--- config.mk ---
export PLATFORM = sky130hd
export DESIGN_NAME = periodic_tick_timer
export DESIGN_NICKNAME = d
export VERILOG_FILES = /design/src/tick_timer_pkg.sv /design/src/ref_tick_divider.sv /design/src/periodic_tick_timer.sv
export VERILOG_INCLUDE_DIRS = /design/src
export SDC_FILE = /design/constraint.sdc
export NUM_CORES = 1
export LEC_CHECK = 0
export ABC_CLOCK_PERIOD_IN_PS = 6600
export BUFFER_PORTS_ARGS = -buffer_cell sky130_fd_sc_hd__buf_2
export CORE_AREA = 2 2 102 104
export DETAILED_ROUTE_END_ITERATION = 8
export DIE_AREA = 0 0 104 106
export HOLD_SLACK_MARGIN = 0.08
export PLACE_DENSITY = 0.72
export REMOVE_ABC_BUFFERS = 1
export SETUP_SLACK_MARGIN = 0.1
export SLEW_MARGIN = 20
export SYNTH_ARGS = -nofsm -noshare
export SYNTH_HDL_FRONTEND = slang
export SYNTH_SLANG_ARGS = --single-unit
--- constraint.sdc ---
create_clock -name ref_clk -period 6.6 [get_ports ref_clk]
set_input_delay 1.32 -clock ref_clk [delete_from_list [all_inputs] [get_ports ref_clk]]
set_output_delay 1.32 -clock ref_clk [all_outputs]
set_load 0.01 [all_outputs]
--- src/tick_timer_regs.svh ---
/*
  register offsets, field positions, reset values and timing for the
  periodic tick timer.
  assumes: included by the package and by the timer modules.
*/
`ifndef TICK_TIMER_REGS_SVH
`define TICK_TIMER_REGS_SVH

// ===========================================================
// register byte offsets within the system control space
`define TICK_CTRL_OFS      12'h010
`define TICK_RELOAD_OFS    12'h014
`define TICK_CURRENT_OFS   12'h018
`define TICK_CALIB_OFS     12'h01C

// ===========================================================
// control register fields
`define TICK_ENABLE_BIT    0
`define TICK_EXC_EN_BIT    1
`define TICK_SRC_BIT       2
`define TICK_WRAP_BIT      16

// ===========================================================
// calibration register fields
`define TICK_NO_REF_CLOCK_INDICATOR_BIT     31
`define TICK_SKEW_BIT      30

// ===========================================================
// reset values and widths
`define TICK_CTRL_RESET    32'h0000_0000
`define TICK_COUNT_W       24
`define TICK_REF_DIV       8

`endif

--- src/tick_timer_pkg.sv ---
/*
  types shared by the tick timer modules.
  assumes: tick_timer_regs.svh is reachable on the include path.
*/
package tick_timer_pkg;
`include "tick_timer_regs.svh"

  // register bus request
  typedef struct packed {
    logic        wr;
    logic        rd;
    logic [11:0] addr;
    logic [31:0] wdata;
  } bus_req_s;

  // control bits held by software
  typedef struct packed {
    logic enable;
    logic exc_en;
    logic src_cpu;
  } tick_ctrl_s;
endpackage

--- src/ref_tick_divider.sv ---
/*
  divides ref_clk into a one-cycle enable that stands in for the
  external reference clock.
  assumes: one clock domain, asynchronous active low reset.
*/
`timescale 1ns/1ns
`include "tick_timer_regs.svh"
module ref_tick_divider
  import tick_timer_pkg::*;
#(
  parameter int DIV = `TICK_REF_DIV
) (
  // clock and reset
  input  wire logic ref_clk,
  input  wire logic rst_n,
  // enable out
  output logic      ref_tick
);
  typedef struct packed {
    logic [15:0] cnt;
    logic        tick;
  } div_state_s;

  div_state_s state_reg;
  div_state_s state_next;

  // ===========================================================
  // free running divider, pulse on wrap
  always_comb begin
    state_next = state_reg;
    state_next.tick = 1'b0;
    if (state_reg.cnt == 16'(DIV - 1)) begin
      state_next.cnt = 16'h0000;
      state_next.tick = 1'b1;
    end else begin
      state_next.cnt = state_reg.cnt + 16'h0001;
    end
  end

  always_ff @(posedge ref_clk or negedge rst_n) begin
    if (!rst_n) begin
      state_reg <= '0;
    end else begin
      state_reg <= state_next;
    end
  end

  assign ref_tick = state_reg.tick;
endmodule

--- src/periodic_tick_timer.sv ---
/*
  periodic tick timer: 24-bit down counter with reload, wrap flag,
  exception request and a read-only calibration word.
  assumes: registers are reached over a plain strobe port with read
  data one cycle later; the core keeps word accesses only.
*/
// The strobed register port was left to the implementer.
`timescale 1ns/1ns
`include "tick_timer_regs.svh"
module periodic_tick_timer
  import tick_timer_pkg::*;
#(
  parameter int CW  = `TICK_COUNT_W,
  parameter int DIV = `TICK_REF_DIV
) (
  // clock and reset
  input  wire logic        ref_clk,
  input  wire logic        rst_n,
  // register port
  input  wire logic [11:0] reg_addr,
  input  wire logic [31:0] reg_wdata,
  input  wire logic        reg_wr,
  input  wire logic        reg_rd,
  output logic      [31:0] reg_rdata,
  // exception request to the core
  output logic             tick_exc_req
);
  typedef struct packed {
    tick_ctrl_s    ctrl;
    logic          wrap_flag;
    logic [CW-1:0] reload;
    logic [CW-1:0] count;
    logic          exc;
    logic          arm;
    logic [31:0]   rdata;
  } timer_state_s;

  timer_state_s state_reg;
  timer_state_s state_next;
  bus_req_s     req;
  logic         ref_tick;
  logic         step;
  logic         zero_hit;

  // ===========================================================
  // reference clock stand-in
  ref_tick_divider #(.DIV(DIV)) u_ref_div (
    .ref_clk  (ref_clk),
    .rst_n    (rst_n),
    .ref_tick (ref_tick)
  );

  assign req = '{wr: reg_wr, rd: reg_rd, addr: reg_addr,
                 wdata: reg_wdata};

  // ===========================================================
  // counting clock select and zero event
  assign step = state_reg.ctrl.enable &&
                (state_reg.ctrl.src_cpu || ref_tick);
  // only a step from one to zero counts, so a zero reload is silent
  assign zero_hit = step && !state_reg.arm &&
                    (state_reg.count == CW'(1));

  // ===========================================================
  // next state: counter, flags and register port
  always_comb begin
    state_next = state_reg;
    state_next.exc = 1'b0;
    state_next.rdata = 32'h0000_0000;

    // counter path
    if (step) begin
      if (state_reg.arm || state_reg.count == '0) begin
        state_next.count = state_reg.reload;
        state_next.arm = 1'b0;
      end else begin
        state_next.count = state_reg.count - CW'(1);
      end
    end

    // read data; reading control clears the wrap flag
    if (req.rd) begin
      if (req.addr == `TICK_CTRL_OFS) begin
        state_next.rdata[`TICK_ENABLE_BIT] = state_reg.ctrl.enable;
        state_next.rdata[`TICK_EXC_EN_BIT] = state_reg.ctrl.exc_en;
        state_next.rdata[`TICK_SRC_BIT]    = state_reg.ctrl.src_cpu;
        state_next.rdata[`TICK_WRAP_BIT]   = state_reg.wrap_flag;
        state_next.wrap_flag = 1'b0;
      end else if (req.addr == `TICK_RELOAD_OFS) begin
        state_next.rdata[CW-1:0] = state_reg.reload;
      end else if (req.addr == `TICK_CURRENT_OFS) begin
        state_next.rdata[CW-1:0] = state_reg.count;
      end else if (req.addr == `TICK_CALIB_OFS) begin
        // reference present, no skew, no calibration count
        state_next.rdata = 32'h0000_0000;
      end
    end

    // writes
    if (req.wr) begin
      if (req.addr == `TICK_CTRL_OFS) begin
        state_next.ctrl.enable  = req.wdata[`TICK_ENABLE_BIT];
        state_next.ctrl.exc_en  = req.wdata[`TICK_EXC_EN_BIT];
        state_next.ctrl.src_cpu = req.wdata[`TICK_SRC_BIT];
        // a fresh enable loads reload on its first counting step
        if (req.wdata[`TICK_ENABLE_BIT] && !state_reg.ctrl.enable) begin
          state_next.arm = 1'b1;
        end
      end else if (req.addr == `TICK_RELOAD_OFS) begin
        state_next.reload = req.wdata[CW-1:0];
      end else if (req.addr == `TICK_CURRENT_OFS) begin
        state_next.count = '0;
        state_next.wrap_flag = 1'b0;
      end
    end

    // zero event: set wins over any clear in the same cycle
    if (zero_hit) begin
      state_next.wrap_flag = 1'b1;
      state_next.exc = state_reg.ctrl.exc_en;
    end
  end

  // ===========================================================
  // state register; reload and count have no documented reset,
  // cleared anyway so simulation starts defined
  always_ff @(posedge ref_clk or negedge rst_n) begin
    if (!rst_n) begin
      state_reg <= '0;
    end else begin
      state_reg <= state_next;
    end
  end

  assign reg_rdata = state_reg.rdata;
  assign tick_exc_req = state_reg.exc;

  // ===========================================================
  // check helper: counting steps between two zero events
  // a period is judged only between two zero events with no
  // control, reload or current write between them, since such a write may move the count
  logic [CW-1:0] gap_steps_reg;
  logic          gap_valid_reg;
  logic          cfg_write;

  assign cfg_write = req.wr && (req.addr == `TICK_CTRL_OFS ||
                                req.addr == `TICK_RELOAD_OFS ||
                                req.addr == `TICK_CURRENT_OFS);

  // step tally, restarted at every zero event
  always_ff @(posedge ref_clk or negedge rst_n) begin
    if (!rst_n) begin
      gap_steps_reg <= '0;
      gap_valid_reg <= 1'b0;
    end else begin
      if (zero_hit) begin
        gap_steps_reg <= '0;
      end else if (step) begin
        gap_steps_reg <= gap_steps_reg + CW'(1);
      end
      if (cfg_write) begin
        gap_valid_reg <= 1'b0;
      end else if (zero_hit) begin
        gap_valid_reg <= 1'b1;
      end
    end
  end
endmodule

==> results.md <==
- Counting every instance in the synthesized netlist gives 478.
- The endpoint arrival time on the critical path is ~3.7 ns.
- The clock passes through at most 2 buffers.
- Summed over all failing endpoints, the final setup total negative slack is 0 ns.
- The final routed wire length divided by cell count is between 15 and 20 um.
- The cell count after placement is around 630.
- The count of placed standard cells in the final layout, fillers left out is about 640.
- Clock skew on the completed layout was measured at between 0.01 and 0.015 ns.
- The number of nets with antenna violations after routing is 0.
- The vertical extent of the die is around 110 um.
- The final hold violation count is 0.
- The number of remaining DRC errors is 0.
- The H-tree generated during clock tree synthesis spans 3 levels.
- The type of the worst setup path is in -> reg.
- The first global-routing pass estimated 18,350 um of wire.
- Of the available clock period, the critical path in the final layout requires between 50% and 60%.
- The total overflow reported by the global router is 0.
- Counting flops with a built-in enable in the synthesized netlist gives 0.
- VDD sags by at most ~0.00011 V.
- The post-synthesis instance area is just under 5000 sq um.
- The max capacitance violation total is 0.
- The post-route netlist has 21.10% of its cells at a drive strength greater than 1.
- The number of slew-limit violations in the final report is 0.
- The leakage power is between 2 and 2.5 nW.
- The cell at the root of the clock tree is sky130_fd_sc_hd__clkbuf_8.
- The die covers 11,020 sq um.
- Derived from the worst setup path, the maximum achievable clock frequency is ~0.29 GHz.
- The area of the multi-input gates is about 2200 sq um.
- Yosys printed 0 warnings.
- The signal on the critical path passes through buf_2 > or4_4 > nor4_2 > and2_1 > a222oi_1 > nor2b_1.
- After filler insertion, the fill cell instance count of the layout stands at 906.
- In this run the power density over the cells is just under 200 nW/um^2.
- The flip-flop and latch area is 2377 sq um.
- The average vias per placed instance is 5.928.
- The instance count along the most critical hold path is 1.
- The async set-reset flop share out of synthesis is between 90% and 100%.
- The net count of the finished layout is about 550.
- The worst hold path belongs to the class reg -> reg.
- In the layout the commonest cells are sky130_fd_sc_hd__dfrtp_1 (95), sky130_fd_sc_hd__buf_2 (63), sky130_fd_sc_hd__nor2_1 (37).
- The total CTS buffers is 9.
- The repair_antennas step left the layout with diodes totalling 0.
- Wires add up to ~11,000 um.
- The number of global-route vias before repair is approximately 3,800.
- The slew at the pin closest to its max-slew limit is between 1 and 1.5 ns.
- The maximum number of pins on one net before global-route repair is a little over 50.
- For this run, the slowest stage of the critical path takes 0.88 ns.
- The first detailed-routing pass took 5 iterations.
- The library cell used most frequently in the layout, excluding fill and tap cells, is sky130_fd_sc_hd__dfrtp_1.
- The clock period could shrink to 3.426 ns.
- The data required time of the critical path is approximately 6.9 ns.
- The worst setup path is launched from an input port.
- In this run the worst path has a maximum fanout of 24.
- The count of input and output buffers is 64.
- Compared with the post-synthesis result, the final layout area differs by 7.849%.
- The die width is 104 um.
- The iteration-0 DRC count of the detailed router is between 300 and 400.
- After clock tree synthesis, the clock-pin slew on the worst setup and hold paths is ~0.090 ns.
- The routed layout has about 3,800 vias.
- After clock tree synthesis, the setup repair step added 0 buffers.
- The worst max-slew margin expressed relative to the limit is a little under a third.
- The initialized floorplan defines 37 standard-cell rows.
- The core region is between 9000 and 10,000 sq um.
- The CTS tree is done.
- The sequential cell area fraction in the yosys report is 48.42%.
- The most used flip-flop cell after synthesis is sky130_fd_sc_hd__dfrtp_1.
- The number of instances resized during post-cts repair is 0.
- Counting flops and latches in the post-synthesis netlist gives 95.
- The standard cell with the maximum stage delay on the critical path is sky130_fd_sc_hd__and2_1.
- The run finished with clean final reports.
- The number of antenna violations at the first check in global routing is 0.
- The number of cells on the worst reg-to-reg path is 7.
- The unique cell type count in the Yosys netlist is between 60 and 70.
- The clock insertion delay at the later pin of the skew report is roughly 0.37 ns.
- The number of failing setup endpoints in the final timing report is 0.
- The post-synthesis area per instance is between 10 and 15 sq um.
- After legalization and detailed placement, the total HPWL measured between 7000 and 8000 um.
- The worst setup path is captured at a flop.
- The flip-flop count of the largest register after layout is between 50 and 60.
- During I/O placement, the number of pins put on the boundary was just over 80.
- The count of hold buffers inserted by post-cts repair is 0.
- At the end of routability-driven placement, the weighted congestion stood at roughly 0.9.
- Setup repair after global routing left no endpoint under its margin.
- The number of clock sinks seen by CTS is 95.
- In the global route stage, overall resource usage came out at 20.62%.
- For this configuration, the core starts out at a cell density of roughly 49%.
power by group:
| group | switching [W] | leakage (nW) | internal [W] |
|---|---|---|---|
| clock | 0.000210 | 0.103 | 0.000187 |
| combinational | 0.0000260 | 1.09 | 0.0000141 |
| sequential | 0.00000432 | 1.27 | 0.000584 |
| total | 0.000240 | 2.46 | 0.000786 |
per-stage QoR:
stage	setup slack (ns)	power (W)	instance area, sq um	util [%]	hold WS (ns)
after floorplan	3.086	0.0006121	4562	-	0.4420
after global placement	2.821	0.0006397	5089	50.89	0.4594
after detailed placement	2.778	0.0006412	5089	50.89	0.4704
after CTS	3.153	0.001036	5295	52.95	0.4967
after global routing	3.026	0.001064	5295	52.95	0.5182
final	3.174	0.001026	5295	52.95	0.4914
Yosys cell counts (3+ instances only):
cell type / instances / area share [%]
sky130_fd_sc_hd__o311ai_0: 4 / 0.71
sky130_fd_sc_hd__buf_4: 34 / 5.2
sky130_fd_sc_hd__clkbuf_1: 17 / 1.3
sky130_fd_sc_hd__a222oi_1: 4 / 0.82
sky130_fd_sc_hd__o21ai_0: 16 / 1.6
sky130_fd_sc_hd__a21o_1: 3 / 0.46
sky130_fd_sc_hd__buf_2: 11 / 1.1
sky130_fd_sc_hd__nor2_1: 37 / 2.8
sky130_fd_sc_hd__ha_1: 3 / 0.76
sky130_fd_sc_hd__mux2_2: 10 / 2.3
sky130_fd_sc_hd__or4_1: 8 / 1.2
sky130_fd_sc_hd__xor2_1: 5 / 0.89
sky130_fd_sc_hd__nand3b_1: 4 / 0.61
sky130_fd_sc_hd__and3_1: 5 / 0.64
sky130_fd_sc_hd__a21oi_1: 10 / 1.0
sky130_fd_sc_hd__mux2_1: 18 / 4.1
sky130_fd_sc_hd__xnor2_1: 8 / 1.4
sky130_fd_sc_hd__dfrtp_1: 95 / 48
sky130_fd_sc_hd__and4_1: 4 / 0.71
sky130_fd_sc_hd__nand2b_1: 5 / 0.64
sky130_fd_sc_hd__and2_1: 6 / 0.76
sky130_fd_sc_hd__o21a_1: 4 / 0.61
sky130_fd_sc_hd__a22oi_1: 22 / 3.4
sky130_fd_sc_hd__a31oi_1: 7 / 0.89
sky130_fd_sc_hd__nor3_1: 20 / 2.0
sky130_fd_sc_hd__nand2_1: 26 / 2.0
sky130_fd_sc_hd__inv_1: 6 / 0.46
sky130_fd_sc_hd__or3_1: 4 / 0.51
sky130_fd_sc_hd__nand4_1: 8 / 1.0
sky130_fd_sc_hd__nand3_1: 19 / 1.9
sky130_fd_sc_hd__o311a_1: 3 / 0.61
sky130_fd_sc_hd__nor4_1: 6 / 0.76
sky130_fd_sc_hd__o31ai_1: 4 / 0.61
sky130_fd_sc_hd__nor2b_1: 5 / 0.64
per-layer routing:
metal / global-route usage, % / vias to the layer above / wire length, um
li1: - / 1769 / -
met1: 26.20 / 1859 / 4720
met2: 34.68 / 167 / 5328
met3: 4.231 / 17 / 742
met4: 8.205 / 0 / 173
met5: 0 / - / 0
cells by family (layout without fill, tap and decap cells):
logic type,count (synthesis),count (layout),synth area share [%]
simple gates,173,173,19.78
compound gates,96,96,13.94
flops,95,95,48.42
buf+inv,68,90,8.078
mux,29,29,6.626
xor+xnor,13,13,2.319
fa+ha+maj,3,3,0.7646
other cells,1,8,0.07638
worst paths after layout:
| check | slack (ns) | end | start |
|---|---|---|---|
| max | 3.17 | reg_rdata[2] | reg_addr[7] |
| min | 0.49 | u_ref_div.state_reg[16] | u_ref_div.state_reg[16] |
| max reg2reg | 3.49 | state_reg[38] | state_reg[34] |
| min reg2reg | 0.49 | u_ref_div.state_reg[16] | u_ref_div.state_reg[16] |
| max in group asynchronous | 4.63 | state_reg[62] | rst_n |
| min in group asynchronous | 0.93 | reg_rdata[20] | rst_n |
area by class of cell:
cell class	instances	area share [%]
Timing Repair Buffer	68	6.664
Tap cell	136	3.214
Inverter	6	0.4253
Clock inverter	6	1.300
Multi-Input combinational cell	322	40.90
Clock buffer	10	2.599
Sequential cell	95	44.90
worst max-delay path, delay by kind of cell:
| family | cells | cell delay (ns) |
|---|---|---|
| AOI/OAI and AO/OA | 1 | 0.32 |
| buffers and inverters | 1 | 0.10 |
| and+or+nand+nor | 4 | 1.98 |
Note: power is estimated with default switching activity, not from simulation.
